<file path="config.mk">
export PLATFORM = sky130hd
export DESIGN_NAME = spi_master_receive_channel
export DESIGN_NICKNAME = d
export VERILOG_FILES = /design/src/rtl/spi_rx_pkg.sv /design/src/rtl/serial_clock_divider.sv /design/src/rtl/spi_master_receive_channel.sv
export SDC_FILE = /design/constraint.sdc
export NUM_CORES = 1
export LEC_CHECK = 0
export BUFFER_PORTS_ARGS = -buffer_cell sky130_fd_sc_hd__clkbuf_2
export CORE_ASPECT_RATIO = 0.75
export CORE_MARGIN = 4
export CORE_UTILIZATION = 49
export CTS_CLUSTER_DIAMETER = 80
export CTS_CLUSTER_SIZE = 24
export DETAILED_ROUTE_END_ITERATION = 16
export PLACE_DENSITY = 0.81
export SLEW_MARGIN = 20
export SYNTH_ARGS = -nofsm -noshare
export SYNTH_HDL_FRONTEND = slang
export SYNTH_SLANG_ARGS = --single-unit
</file>
<file path="constraint.sdc">
create_clock -name CLK -period 4.11 [get_ports CLK]
set_input_delay 0.822 -clock CLK [delete_from_list [all_inputs] [get_ports CLK]]
set_output_delay 0.822 -clock CLK [all_outputs]
set_load 0.01 [all_outputs]
</file>
<file path="src/rtl/spi_rx_pkg.sv">
// Constants and types shared by the clocked serial master receive channel
package spi_rx_pkg;

    // ------------------------------------------------------------------
    // Timing
    // ------------------------------------------------------------------
    localparam int SYS_CLK_PERIOD_NS = 10;
    localparam int SCK_MIN_PERIOD_NS = 40;
    // Shortest serial clock half period in system clocks, rounded up
    localparam int MIN_HALF_CYCLES =
        (SCK_MIN_PERIOD_NS + 2 * SYS_CLK_PERIOD_NS - 1)
        / (2 * SYS_CLK_PERIOD_NS);

    // ------------------------------------------------------------------
    // Register offsets (byte addresses)
    // ------------------------------------------------------------------
    localparam logic [7:0] OFS_MODE     = 8'h00;
    localparam logic [7:0] OFS_COMM     = 8'h04;
    localparam logic [7:0] OFS_DATA     = 8'h08;
    localparam logic [7:0] OFS_START    = 8'h0C;
    localparam logic [7:0] OFS_STOP     = 8'h10;
    localparam logic [7:0] OFS_STATUS   = 8'h14;
    localparam logic [7:0] OFS_IRQ_ST   = 8'h18;
    localparam logic [7:0] OFS_IRQ_MASK = 8'h1C;
    localparam logic [7:0] OFS_PRESCALE = 8'h20;
    localparam logic [7:0] OFS_DIVIDE   = 8'h24;

    // ------------------------------------------------------------------
    // Field positions and widths
    // ------------------------------------------------------------------
    localparam int START_CH_BIT  = 0;
    localparam int ST_BUSY_BIT   = 0;
    localparam int ST_FULL_BIT   = 1;
    localparam int IRQ_WORD_BIT  = 0;
    localparam int IRQ_OVR_BIT   = 1;
    localparam int PS_FIELD_W    = 4;
    localparam int MODE_W        = 2;
    localparam int COMM_W        = 4;
    localparam int IRQ_W         = 2;

    // ------------------------------------------------------------------
    // Reset values
    // ------------------------------------------------------------------
    localparam logic [7:0] PS_RESET  = 8'h00;
    localparam logic [6:0] DIV_RESET = 7'h01;

    // ------------------------------------------------------------------
    // Types
    // ------------------------------------------------------------------
    // Bit 1 operation clock select, bit 0 interrupt source select
    typedef struct packed {
        logic ck_sel;
        logic irq_src;
    } mode_cfg_type;

    // Bit 3 seven-bit word, bit 2 LSB first, bit 1 polarity, bit 0 phase
    typedef struct packed {
        logic len7;
        logic lsb_first;
        logic clk_pol;
        logic data_phase;
    } comm_cfg_type;

    typedef enum logic [1:0] {
        ST_IDLE,
        ST_LEAD,
        ST_FIRST,
        ST_SECOND
    } rx_state_type;

endpackage : spi_rx_pkg

</file>
<file path="src/rtl/serial_clock_divider.sv">
// Prescaler and half-period divider feeding the serial clock sequencer
`timescale 1ns/1ps
module serial_clock_divider
    import spi_rx_pkg::*;
#(
    parameter int PS_W  = 15,
    parameter int DIV_W = 7
) (
    // Clock and reset
    input  wire logic                  clk,
    input  wire logic                  rst,
    // Control
    input  wire logic                  restart,
    input  wire logic [PS_FIELD_W-1:0] ps_sel,
    input  wire logic [DIV_W-1:0]      div_val,
    // Half-period strobe
    output logic                       half_tick
);

    generate
        if (PS_W < 1 || PS_W >= (1 << PS_FIELD_W) || DIV_W < 1) begin : g_chk
            $error("serial_clock_divider: unsupported widths");
        end
    endgenerate

    logic [PS_W-1:0]  psc_cnt_reg;
    logic [PS_W-1:0]  ps_mask;
    logic             mck_tick;
    logic [DIV_W-1:0] div_cnt_reg;
    logic [DIV_W-1:0] half_len;

    // Channel operation clock is one tick every 2^ps_sel system clocks
    always_comb begin
        ps_mask  = PS_W'((1 << ps_sel) - 1);
        mck_tick = &(psc_cnt_reg | ~ps_mask);
    end

    // Never below the fastest allowed half period
    always_comb begin
        if (int'(div_val) < MIN_HALF_CYCLES - 1) begin
            half_len = DIV_W'(MIN_HALF_CYCLES - 1);
        end else begin
            half_len = div_val;
        end
    end

    // Free running, so the first half after a restart may be short
    always_ff @(posedge clk or posedge rst) begin
        if (rst) begin
            psc_cnt_reg <= '0;
        end else begin
            psc_cnt_reg <= psc_cnt_reg + 1'b1;
        end
    end

    always_ff @(posedge clk or posedge rst) begin
        if (rst) begin
            div_cnt_reg <= '0;
            half_tick   <= 1'b0;
        end else if (restart) begin
            div_cnt_reg <= '0;
            half_tick   <= 1'b0;
        end else if (mck_tick && div_cnt_reg == half_len) begin
            div_cnt_reg <= '0;
            half_tick   <= 1'b1;
        end else begin
            div_cnt_reg <= div_cnt_reg + DIV_W'(mck_tick);
            half_tick   <= 1'b0;
        end
    end

endmodule : serial_clock_divider

</file>
<file path="src/rtl/spi_master_receive_channel.sv">
// Clocked serial master receive channel with Wishbone register slave
//
// Decided for this implementation: the register addresses and the Wishbone register port.
`timescale 1ns/1ps

// Overview of operation
// - Channel drives the serial clock and samples the serial input.
// - Interrupt source: 0 transfer end (single), 1 buffer full (continuous).
// - Overrun is the only error, shown in its own flag.
// - Received word is 7 or 8 bits.
// - Serial clock from system_clock_freq/4 down to system_clock_freq/(2*2^15*128).
// - Phase 0: input starts with the first serial clock edge; each bit is sampled as its second half ends.
// - Phase 1: input starts half a clock before the serial clock.
// - Polarity bit 0 normal, 1 inverted serial clock.
// - Words assembled MSB first or LSB first.
// - Operation clock from prescaler output zero or one.
// - No data output is driven; output enable plays no part.
// - Received data sits in the low 8 bits of the data register.
// - Interrupt source may change while receiving, before the last bit.
module spi_master_receive_channel
    import spi_rx_pkg::*;
#(
    parameter int ADDR_W = 8,
    parameter int PS_W   = 15,
    parameter int DIV_W  = 7
) (
    // System
    input  wire logic              CLK,
    input  wire logic              RST,
    // Wishbone slave
    input  wire logic              WB_CYC_I,
    input  wire logic              WB_STB_I,
    input  wire logic              WB_WE_I,
    input  wire logic [ADDR_W-1:0] WB_ADR_I,
    input  wire logic [3:0]        WB_SEL_I,
    input  wire logic [31:0]       WB_DAT_I,
    output logic      [31:0]       WB_DAT_O,
    output logic                   WB_ACK_O,
    // Serial link
    output logic                   SERIAL_CLOCK_PIN,
    input  wire logic              SERIAL_IN_PIN,
    // Interrupt
    output logic                   IRQ
);

    generate
        if (ADDR_W < 8 || DIV_W != 7 || PS_W != 15) begin : g_chk
            $error("spi_master_receive_channel: unsupported parameters");
        end
    endgenerate

    // ------------------------------------------------------------------
    // Declarations
    // ------------------------------------------------------------------
    mode_cfg_type         mode_reg;
    comm_cfg_type         comm_reg;
    logic [7:0]           ps_reg;
    logic [DIV_W-1:0]     div_reg;
    logic                 run_reg;
    logic                 pend_reg;
    logic [7:0]           rx_buf_reg;
    logic                 full_reg;
    logic [IRQ_W-1:0]     ist_reg;
    logic [IRQ_W-1:0]     mask_reg;
    logic [7:0]           shift_reg;
    logic [7:0]           shift_next;
    logic [2:0]           bit_cnt_reg;
    rx_state_type         state_reg;
    rx_state_type         state_next;
    logic [2:0]           sync_reg;
    logic                 si_reg;
    logic                 half_tick;
    logic                 bus_req;
    logic                 wr_en;
    logic                 rd_en;
    logic                 sample;
    logic                 word_done;
    logic                 last_bit;
    logic                 go;
    logic [PS_FIELD_W-1:0] ps_sel;
    logic [7:0]           word_out;
    logic [31:0]          rd_data;

    // ------------------------------------------------------------------
    // Bus decode
    // ------------------------------------------------------------------
    // One wait state: request taken on the edge that raises the ack
    always_comb begin
        bus_req = WB_CYC_I && WB_STB_I && !WB_ACK_O;
        wr_en   = bus_req && WB_WE_I && WB_SEL_I[0];
        rd_en   = bus_req && !WB_WE_I;
    end

    function automatic logic hit(input logic [ADDR_W-1:0] adr,
                                 input logic [7:0] ofs);
        hit = (adr == ADDR_W'(ofs));
    endfunction : hit

    always_comb begin
        rd_data = 32'h0000_0000;
        if (hit(WB_ADR_I, OFS_MODE)) begin
            rd_data[MODE_W-1:0] = mode_reg;
        end else if (hit(WB_ADR_I, OFS_COMM)) begin
            rd_data[COMM_W-1:0] = comm_reg;
        end else if (hit(WB_ADR_I, OFS_DATA)) begin
            rd_data[7:0] = rx_buf_reg;
        end else if (hit(WB_ADR_I, OFS_START)) begin
            rd_data[START_CH_BIT] = run_reg;
        end else if (hit(WB_ADR_I, OFS_STATUS)) begin
            rd_data[ST_BUSY_BIT] = (state_reg != ST_IDLE);
            rd_data[ST_FULL_BIT] = full_reg;
        end else if (hit(WB_ADR_I, OFS_IRQ_ST)) begin
            rd_data[IRQ_W-1:0] = ist_reg;
        end else if (hit(WB_ADR_I, OFS_IRQ_MASK)) begin
            rd_data[IRQ_W-1:0] = mask_reg;
        end else if (hit(WB_ADR_I, OFS_PRESCALE)) begin
            rd_data[7:0] = ps_reg;
        end else if (hit(WB_ADR_I, OFS_DIVIDE)) begin
            rd_data[DIV_W-1:0] = div_reg;
        end
    end

    always_ff @(posedge CLK or posedge RST) begin
        if (RST) begin
            WB_ACK_O <= 1'b0;
            WB_DAT_O <= 32'h0000_0000;
        end else begin
            WB_ACK_O <= bus_req;
            if (rd_en) begin
                WB_DAT_O <= rd_data;
            end
        end
    end

    // ------------------------------------------------------------------
    // Configuration registers
    // ------------------------------------------------------------------
    // Mode may be rewritten mid-word; the interrupt source is read at each word end, the clock select at once
    always_ff @(posedge CLK or posedge RST) begin
        if (RST) begin
            mode_reg <= '0;
            comm_reg <= '0;
            ps_reg   <= PS_RESET;
            div_reg  <= DIV_RESET;
            mask_reg <= '0;
        end else if (wr_en) begin
            if (hit(WB_ADR_I, OFS_MODE)) begin
                mode_reg <= mode_cfg_type'(WB_DAT_I[MODE_W-1:0]);
            end else if (hit(WB_ADR_I, OFS_COMM)) begin
                comm_reg <= comm_cfg_type'(WB_DAT_I[COMM_W-1:0]);
            end else if (hit(WB_ADR_I, OFS_PRESCALE)) begin
                ps_reg <= WB_DAT_I[7:0];
            end else if (hit(WB_ADR_I, OFS_DIVIDE)) begin
                div_reg <= WB_DAT_I[DIV_W-1:0];
            end else if (hit(WB_ADR_I, OFS_IRQ_MASK)) begin
                mask_reg <= WB_DAT_I[IRQ_W-1:0];
            end
        end
    end

    // Only this channel's start bit matters; other bits are ignored
    always_ff @(posedge CLK or posedge RST) begin
        if (RST) begin
            run_reg <= 1'b0;
        end else if (wr_en && hit(WB_ADR_I, OFS_START)
                     && WB_DAT_I[START_CH_BIT]) begin
            run_reg <= 1'b1;
        end else if (wr_en && hit(WB_ADR_I, OFS_STOP)
                     && WB_DAT_I[START_CH_BIT]) begin
            run_reg <= 1'b0;
        end
    end

    // A dummy write to the data register requests one word in single mode
    always_ff @(posedge CLK or posedge RST) begin
        if (RST) begin
            pend_reg <= 1'b0;
        end else if (!run_reg) begin
            pend_reg <= 1'b0;
        end else if (wr_en && hit(WB_ADR_I, OFS_DATA)) begin
            pend_reg <= 1'b1;
        end else if (go && state_reg == ST_IDLE) begin
            pend_reg <= 1'b0;
        end
    end

    // ------------------------------------------------------------------
    // Serial input synchroniser
    // ------------------------------------------------------------------
    // A level counts only once the second and third stages agree
    always_ff @(posedge CLK or posedge RST) begin
        if (RST) begin
            sync_reg <= 3'h0;
            si_reg   <= 1'b0;
        end else begin
            sync_reg <= {sync_reg[1:0], SERIAL_IN_PIN};
            if (sync_reg[1] == sync_reg[2]) begin
                si_reg <= sync_reg[2];
            end
        end
    end

    // ------------------------------------------------------------------
    // Serial clock timing
    // ------------------------------------------------------------------
    assign ps_sel = mode_reg.ck_sel ? ps_reg[7:4] : ps_reg[3:0];

    // Divider restarts while idle; the prescaler runs free, so a frame's first half may be short
    serial_clock_divider #(
        .PS_W  (PS_W),
        .DIV_W (DIV_W)
    ) u_div (
        .clk       (CLK),
        .rst       (RST),
        .restart   (state_reg == ST_IDLE),
        .ps_sel    (ps_sel),
        .div_val   (div_reg),
        .half_tick (half_tick)
    );

    // ------------------------------------------------------------------
    // Receive sequencer
    // ------------------------------------------------------------------
    always_comb begin
        go       = run_reg && (mode_reg.irq_src || pend_reg);
        last_bit = (bit_cnt_reg == (comm_reg.len7 ? 3'h6 : 3'h7));
        // Phase 1 samples on the trailing edge, phase 0 on the leading one
        sample   = half_tick
                   && ((state_reg == ST_FIRST && comm_reg.data_phase)
                       || (state_reg == ST_SECOND
                           && !comm_reg.data_phase));
        word_done = half_tick && state_reg == ST_SECOND && last_bit;
    end

    always_comb begin
        state_next = state_reg;
        case (state_reg)
            ST_IDLE: begin
                if (go) begin
                    state_next = comm_reg.data_phase ? ST_LEAD
                                                     : ST_FIRST;
                end
            end
            ST_LEAD: begin
                if (half_tick) begin
                    state_next = ST_FIRST;
                end
            end
            ST_FIRST: begin
                if (half_tick) begin
                    state_next = ST_SECOND;
                end
            end
            ST_SECOND: begin
                if (half_tick && !last_bit) begin
                    state_next = ST_FIRST;
                end else if (word_done && run_reg && mode_reg.irq_src) begin
                    state_next = ST_FIRST;
                end else if (word_done) begin
                    state_next = ST_IDLE;
                end
            end
            default: begin
                state_next = ST_IDLE;
            end
        endcase
        // Stopping aborts the word in progress
        if (!run_reg) begin
            state_next = ST_IDLE;
        end
    end

    always_ff @(posedge CLK or posedge RST) begin
        if (RST) begin
            state_reg <= ST_IDLE;
        end else begin
            state_reg <= state_next;
        end
    end

    // Clock is at its active level during the first half of each bit
    always_ff @(posedge CLK or posedge RST) begin
        if (RST) begin
            SERIAL_CLOCK_PIN <= 1'b1;
        end else begin
            SERIAL_CLOCK_PIN <= (state_next == ST_FIRST)
                                ? comm_reg.clk_pol
                                : !comm_reg.clk_pol;
        end
    end

    always_ff @(posedge CLK or posedge RST) begin
        if (RST) begin
            bit_cnt_reg <= 3'h0;
        end else if (state_reg == ST_IDLE || word_done) begin
            bit_cnt_reg <= 3'h0;
        end else if (half_tick && state_reg == ST_SECOND) begin
            bit_cnt_reg <= bit_cnt_reg + 3'h1;
        end
    end

    // ------------------------------------------------------------------
    // Word assembly
    // ------------------------------------------------------------------
    always_comb begin
        if (comm_reg.lsb_first) begin
            shift_next = {si_reg, shift_reg[7:1]};
        end else begin
            shift_next = {shift_reg[6:0], si_reg};
        end
        // LSB-first seven-bit words sit one place high until aligned
        if (comm_reg.lsb_first && comm_reg.len7) begin
            word_out = {1'b0, shift_reg[7:1]};
        end else if (comm_reg.len7) begin
            word_out = {1'b0, shift_reg[6:0]};
        end else begin
            word_out = shift_reg;
        end
    end

    always_ff @(posedge CLK or posedge RST) begin
        if (RST) begin
            shift_reg <= 8'h00;
        end else if (sample) begin
            shift_reg <= shift_next;
        end
    end

    // ------------------------------------------------------------------
    // Receive buffer and events
    // ------------------------------------------------------------------
    // Word is moved one cycle after its last half, when shift_reg holds it
    logic move_reg;

    always_ff @(posedge CLK or posedge RST) begin
        if (RST) begin
            move_reg <= 1'b0;
        end else begin
            move_reg <= word_done;
        end
    end

    // A new word wins over a read in the same cycle
    always_ff @(posedge CLK or posedge RST) begin
        if (RST) begin
            rx_buf_reg <= 8'h00;
            full_reg   <= 1'b0;
        end else if (move_reg) begin
            rx_buf_reg <= word_out;
            full_reg   <= 1'b1;
        end else if (rd_en && hit(WB_ADR_I, OFS_DATA)) begin
            full_reg <= 1'b0;
        end
    end

    // Sticky status, write one to clear; a same-cycle event wins
    always_ff @(posedge CLK or posedge RST) begin
        if (RST) begin
            ist_reg <= '0;
        end else begin
            for (int i = 0; i < IRQ_W; i++) begin
                if (wr_en && hit(WB_ADR_I, OFS_IRQ_ST) && WB_DAT_I[i]) begin
                    ist_reg[i] <= 1'b0;
                end
            end
            if (move_reg) begin
                ist_reg[IRQ_WORD_BIT] <= 1'b1;
            end
            if (move_reg && full_reg) begin
                ist_reg[IRQ_OVR_BIT] <= 1'b1;
            end
        end
    end

    // No data output exists; only clock and input pins serve the link
    always_ff @(posedge CLK or posedge RST) begin
        if (RST) begin
            IRQ <= 1'b0;
        end else begin
            IRQ <= |(ist_reg & mask_reg);
        end
    end

endmodule : spi_master_receive_channel

</file>
Word level (Yosys, flattened, before mapping). Index checks and enable logic that the tools add are counted.

Register bits after elaboration: 88. Bits in latches: 0. Bits in writable memories: 0. Memory bits (read-only): 0. Bits of input ports: 50. Output and inout bits: 35. Word-level logic and storage cells: 164. Memories kept: 0.

Add/sub/neg operators: 4. $mul: 0. Div/mod/pow operators: 0. Order comparisons: 1. Eq/ne operators: 17. Shifts and indexed selects: 1. Multiplexer cells: 56. Bitwise logic cells: 7. Reductions and logical operators: 50.

Operators with widths (count): 7-bit two-way mux (13); 8-bit by 5-bit == test with 1-bit output, second input constant (4); 8-bit two-way mux (4); 1-bit logical AND (27); 2-bit two-way mux (12); 6-bit two-way mux (4); 1-bit two-way mux (17); 8-bit by 4-bit == test with 1-bit output, second input constant (2); 8-bit by 6-bit == test with 1-bit output, second input constant (2); 15-bit by 1-bit adder with 15-bit output, second input constant (1); 15-bit NOT (1); 15-bit OR (1); 15-bit AND reduction (1); 1-bit by 4-bit left shift with 15-bit output, first input constant (1); 15-bit by 2-bit subtractor with 15-bit output, second input constant (1); 4-bit two-way mux (3); 2-bit nonzero test (6); 8-bit by 3-bit == test with 1-bit output, second input constant (1); 8-bit logical NOT (1); 2-bit case mux with 4 select lines (1); 7-bit by 1-bit adder with 7-bit output (1); 7-bit == test (1); 7-bit by 1-bit less-than comparator with 1-bit output, second input constant (1); 2-bit == test, second input constant (3); 17 further kinds (27).

Logic depth before layout (Yosys ltp).
Depth in word-level cells: 17. Depth in mapped cells: 15. Gate-level depth less buffers: 14.

Modules after synthesis. From an unflattened synthesis, not the netlist that was laid out.

Cell total of the unflattened synthesis: 456. Area, all modules: 4822.1 um2.

By module, submodules not included: spi_master_receive_channel (times used 1, cells each 315, area an instance 3414.5 um2, seq. area each 1629.1 um2); serial_clock_divider (times used 1, cells each 141, area an instance 1407.6 um2, seq. area each 575.6 um2).

Worst setup path before layout. OpenSTA, ideal clock, no wires.

Path kind: reg-to-reg. Start: register mode_reg[1] (netlist bit). End: register u_div.div_cnt_reg[6]. Setup time: 140 ps. Data arrival time: 3404 ps. Required time: 3970 ps. Setup slack: 566 ps. Stages on the path, launching flop included: 16. Buffers on the path: 1. Period minus slack after synthesis: 3544 ps. Cell sequence: dfrtp_1 > buf_6 > or3_4 > and2_4 > or2_4 > ha_1 > inv_1 > a2111oi_0 > o31a_1 > a2111o_1 > nor4_1 > ha_1 > ha_1 > and3_1 > xnor2_1 > nor3_1.

Word-level cells in the longest chain between the ends: 9. Elaborated cells between the ends (all ways): 10. Those cells by class: add/sub: 2; shift: 1; mux: 3; bitwise: 2; reduce/logical: 2.

RTL lines: start, declared (RTL line spi_master_receive_channel.sv:55) `mode_cfg_type mode_reg;`; start signal, assigned (RTL line spi_master_receive_channel.sv:148) `mode_reg <= mode_cfg_type'(WB_DAT_I[MODE_W-1:0]);`; 4-bit two-way mux * (RTL line spi_master_receive_channel.sv:206) `assign ps_sel = mode_reg.ck_sel ? ps_reg[7:4] : ps_reg[3:0];`; 1-bit by 4-bit left shift with 15-bit output * (RTL line serial_clock_divider.sv:34) `ps_mask = PS_W'((1 << ps_sel) - 1);`; 15-bit by 2-bit subtractor with 15-bit output * (RTL line serial_clock_divider.sv:34); 15-bit NOT * (RTL line serial_clock_divider.sv:35) `mck_tick = &(psc_cnt_reg | ~ps_mask);`; 15-bit OR * (RTL line serial_clock_divider.sv:35); 15-bit AND reduction * (RTL line serial_clock_divider.sv:35); 7-bit by 1-bit adder with 7-bit output / 1-bit logical AND (equally long branches) (RTL line serial_clock_divider.sv:67, serial_clock_divider.sv:63); 7-bit two-way mux * (RTL line serial_clock_divider.sv:63) `end else if (mck_tick && div_cnt_reg == half_len) begin`; 7-bit two-way mux * (RTL line serial_clock_divider.sv:60) `end else if (restart) begin`; end signal, assigned (RTL line serial_clock_divider.sv:67) `div_cnt_reg <= div_cnt_reg + DIV_W'(mck_tick);`; end, declared (RTL line serial_clock_divider.sv:29) `logic [DIV_W-1:0] div_cnt_reg;`.

Every way passes the cells marked *; elsewhere a longest branch is shown, timed or not. A chain may end at the register's enable or synchronous reset.

Final worst setup path. Ends and elaborated chain as after synthesis.

==> flow_summary.json <==
{
  "tritoncts_num_sinks": 88,
  "setup.worst_path.start_class": "flip-flop",
  "dp.final_hpwl_um": 8304,
  "place_congestion": 0.9346,
  "worst_ep_arrival_time_ns": 4.13,
  "initial_utilization": 0.5033,
  "crit_required_ns": 4.31,
  "final_min_period_over_clock_period": 0.9556,
  "syn-mean-instance-area_um2": 9.981,
  "ioPinCount": 85,
  "max-cap-violations": 0,
  "die_width_um": 123.0,
  "num-nets-final": 576,
  "clock_tree_from_tritoncts": "done",
  "power.net_switching_mw": 0.7141,
  "placed_cells": 642,
  "tightestPinTransition_ns": 0.9113,
  "slew_headroom": 0.3902,
  "synth.yosys.seq_area_share": 0.4535,
  "grt_pass1_vias": 3731,
  "insertion_delay_ns": 0.35,
  "power.share.sequential": 0.474,
  "core.rowCount": 31,
  "drc": 0,
  "clkPwrFrac": 0.354,
  "layout_area_growth_over_synthesis_pct": 11.53,
  "ir_drop_mv": 0.2601,
  "finalHoldViolCount": 0,
  "drive_above_1_share": 0.1939,
  "power_consumption_mw": 2.373,
  "timing_max_transition_violations_final": 0,
  "crit_type": "flip-flop to flip-flop",
  "totalNegativeSetupSlack_ns": 0,
  "first_pass_grt_wire_length_um": 18640,
  "synth_enable_flop_cells": 0,
  "yosys.area.top_type_share": 0.4427,
  "die_area_um2": 11590,
  "synth.yosys.warnings": 0,
  "min-delay-path-class": "flip-flop to flip-flop",
  "power.share.combinational": 0.171,
  "cts_h_tree_lvls": 3,
  "vias": 3835,
  "synth_area_leaders": "sky130_fd_sc_hd__dfrtp_1 44%, sky130_fd_sc_hd__mux2_2 5.6%, sky130_fd_sc_hd__mux2i_1 4.9%, sky130_fd_sc_hd__buf_4 3.7%, sky130_fd_sc_hd__nor2_1 3.4%",
  "sw_frac_of_total": 0.3009,
  "clk_pin_slew_ns": 0.07,
  "layout.cells.non_filler": 658,
  "area.sequential_um2": 2206,
  "synth_async_sr_flop_share": 1.000,
  "initialDrtViolationCount": 356,
  "min_period_ns": 3.928,
  "drtAntennaViolNets": 0,
  "ctsRootBufferMaster": "sky130_fd_sc_hd__clkbuf_16",
  "final.fill_count": 833,
  "outcome": "finished clean",
  "antenna_violations_before_repair": 0,
  "fmax_mhz": 254.6,
  "yosys_register_bits": 88,
  "synth.largest_area_cell": "sky130_fd_sc_hd__dfrtp_1",
  "multiInputGateArea_um2": 2415,
  "whs_path_depth": 0,
  "worst-path-max-fanout": 9,
  "setup.worst_path.end_class": "flip-flop",
  "diode_count": 0,
  "drtPass1Iterations": 7,
  "totalWireLength_um": 11310,
  "powerDensity_nw_per_um2": 437.7,
  "flip_flop_count_of_the_largest_register_all_copies_and_words_added": 15,
  "coreArea_um2": 9658,
  "number_of_cts_inserted_buffers": 9,
  "netlist_area_before_placement_um2": 4861,
  "p_int_mw": 1.659,
  "post_cts_buffers": 0,
  "wl_per_cell_um": 17.19,
  "io_buffer_count": 33,
  "finalClockSkew_ns": 0.005753,
  "grt_setup_unrepaired": "no",
  "synth.distinct_cells": 65,
  "synthFlopType": "sky130_fd_sc_hd__dfrtp_1",
  "reg2reg_depth": 14,
  "cts-root-to-sink-buffers": 2,
  "static-leakage-power_nw": 2.514,
  "grt_max_degree": 34,
  "drt-vias-per-instance": 5.828,
  "die_extent_in_y_um": 94.26,
  "report.final.setup_viol": 0,
  "syn_inst": 487,
  "grt_use_total": 0.2046,
  "grt_overflow_total": 0
}
[cell usage in the layout (no fill, tap or decap), types with 3 or more instances in the layout]
cell / instances
sky130_fd_sc_hd__dfrtp_1: 85
sky130_fd_sc_hd__nor2_1: 44
sky130_fd_sc_hd__clkbuf_2: 33
sky130_fd_sc_hd__nand2_1: 32
sky130_fd_sc_hd__a21oi_1: 27
sky130_fd_sc_hd__mux2i_1: 24
sky130_fd_sc_hd__mux2_2: 24
sky130_fd_sc_hd__conb_1: 24
sky130_fd_sc_hd__nand3_1: 22
sky130_fd_sc_hd__buf_4: 16
sky130_fd_sc_hd__xor2_1: 15
sky130_fd_sc_hd__nor3_1: 13
sky130_fd_sc_hd__inv_1: 11
sky130_fd_sc_hd__o21ai_0: 11
sky130_fd_sc_hd__xnor2_1: 10
sky130_fd_sc_hd__and3_1: 9
sky130_fd_sc_hd__clkbuf_16: 9
sky130_fd_sc_hd__nand3b_1: 7
sky130_fd_sc_hd__a211oi_1: 7
sky130_fd_sc_hd__nor4_1: 6
sky130_fd_sc_hd__and2_1: 5
sky130_fd_sc_hd__a222oi_1: 5
sky130_fd_sc_hd__nand2b_1: 5
sky130_fd_sc_hd__a21o_1: 5
sky130_fd_sc_hd__ha_1: 5
sky130_fd_sc_hd__a22o_1: 4
sky130_fd_sc_hd__nor4b_1: 3
sky130_fd_sc_hd__o31ai_1: 3
sky130_fd_sc_hd__a32o_1: 3
sky130_fd_sc_hd__a211o_1: 3
sky130_fd_sc_hd__nor3b_1: 3
[worst max-delay path, stage by stage (launching register included)]
cell	delay [ns]
sky130_fd_sc_hd__dfrtp_2	0.47
sky130_fd_sc_hd__mux2_2	0.44
sky130_fd_sc_hd__nand2b_1	0.20
sky130_fd_sc_hd__or2_4	0.25
sky130_fd_sc_hd__ha_1	0.31
sky130_fd_sc_hd__nand2b_1	0.12
sky130_fd_sc_hd__a211oi_1	0.05
sky130_fd_sc_hd__o31a_1	0.33
sky130_fd_sc_hd__a2111o_1	0.45
sky130_fd_sc_hd__nor4_1	0.32
sky130_fd_sc_hd__ha_1	0.26
sky130_fd_sc_hd__ha_1	0.22
sky130_fd_sc_hd__and3_1	0.18
sky130_fd_sc_hd__xnor2_1	0.11
sky130_fd_sc_hd__nor3_1	0.06
[metrics by stage]
| stage | area [um2] | util | setup slack (ns) | hold slack [ns] |
|---|---|---|---|---|
| final | 5421 | 0.5613 | 0.1825 | 0.3662 |
| after global routing | 5421 | 0.5613 | 0.03188 | 0.3776 |
| after CTS | 5414 | 0.5606 | 0.1156 | 0.3701 |
| after detailed placement | 5110 | 0.5291 | 0.1457 | 0.3575 |
| after global placement | 5110 | 0.5291 | 0.2116 | 0.3322 |
| after floorplan | 4947 | - | 0.5658 | 0.3312 |
[path summary, 6_finish.rpt]
kind / start / endpoint / slack (ns)
hold reg to reg: sync_reg[0]$_DFF_PP0_ / sync_reg[1]$_DFF_PP0_ / 0.37
min in group asynchronous: RST / ist_reg[1]$_DFFE_PP0P_ / 0.47
max in group asynchronous: RST / div_reg[0]$_DFFE_PP1P_ / 2.85
hold / removal: sync_reg[0]$_DFF_PP0_ / sync_reg[1]$_DFF_PP0_ / 0.37
setup reg to reg: mode_reg[1]$_DFFE_PP0P_ / u_div.div_cnt_reg[6]$_DFF_PP0_ / 0.18
setup / recovery: mode_reg[1]$_DFFE_PP0P_ / u_div.div_cnt_reg[6]$_DFF_PP0_ / 0.18
[cell type report]
| type | count | share of cell area |
|---|---|---|
| timing repair buffer | 49 | 0.05262 |
| multi-input combinational | 361 | 0.4454 |
| clock inverter | 6 | 0.01385 |
| sequential | 88 | 0.4069 |
| clock buffer | 10 | 0.04223 |
| inverter | 12 | 0.008539 |
| tap | 132 | 0.03046 |
[synth_stat cells (3+ instances only)]
cell,instances
sky130_fd_sc_hd__a211oi_1,7
sky130_fd_sc_hd__a32o_1,3
sky130_fd_sc_hd__nand3b_1,7
sky130_fd_sc_hd__dfrtp_1,86
sky130_fd_sc_hd__buf_4,24
sky130_fd_sc_hd__a22o_1,4
sky130_fd_sc_hd__nor2_1,44
sky130_fd_sc_hd__a211o_1,3
sky130_fd_sc_hd__and2_1,5
sky130_fd_sc_hd__nor3_1,14
sky130_fd_sc_hd__a21o_1,5
sky130_fd_sc_hd__mux2i_1,24
sky130_fd_sc_hd__nand2_1,32
sky130_fd_sc_hd__mux2_2,24
sky130_fd_sc_hd__a21oi_1,27
sky130_fd_sc_hd__nand2b_1,5
sky130_fd_sc_hd__nor4_1,6
sky130_fd_sc_hd__a222oi_1,5
sky130_fd_sc_hd__ha_1,5
sky130_fd_sc_hd__o21ai_0,11
sky130_fd_sc_hd__clkbuf_1,19
sky130_fd_sc_hd__o31ai_1,3
sky130_fd_sc_hd__xnor2_1,10
sky130_fd_sc_hd__xor2_1,15
sky130_fd_sc_hd__inv_1,12
sky130_fd_sc_hd__nand3_1,22
sky130_fd_sc_hd__nor4b_1,3
sky130_fd_sc_hd__buf_2,4
sky130_fd_sc_hd__and3_1,9
sky130_fd_sc_hd__nor3b_1,3
[per-layer routing]
metal,vias to the layer above,part of all wire,GRT usage
met3,18,0.079,0.05178
li1,1775,-,-
met4,0,0.014,0.05714
met1,1877,0.47,0.2963
met5,-,0,0
met2,165,0.44,0.3038
[power groups by stage]
stage	Clock, mW	Combinational, mW	Sequential (mW)
final	0.841	0.406	1.13
after global placement	0	0.387	1.13
after CTS	0.858	0.408	1.12
after floorplan	0	0.327	1.10
after detailed placement	0	0.404	1.14
after global routing	0.899	0.465	1.14
[timing repair]
item,4_1_cts,5_1_grt
hold buffers,0,0
setup endpoints to repair,0,2
gates resized for setup,0,1
[kinds of logic (layout without fill, tap and decap cells)]
family / after synthesis / count (layout) / share of synthesized area
multiplexers: 48 / 48 / 0.1050
other: 1 / 24 / 0.0007715
buffers and inverters: 61 / 77 / 0.06975
AND/OR/NAND/NOR: 166 / 166 / 0.1781
adder cells (fa/ha/maj): 6 / 6 / 0.01493
XOR/XNOR: 25 / 25 / 0.04505
AO/OA/AOI/OAI: 92 / 92 / 0.1328
flip-flops: 88 / 88 / 0.4535
Note: power is estimated with default switching activity, not from simulation.
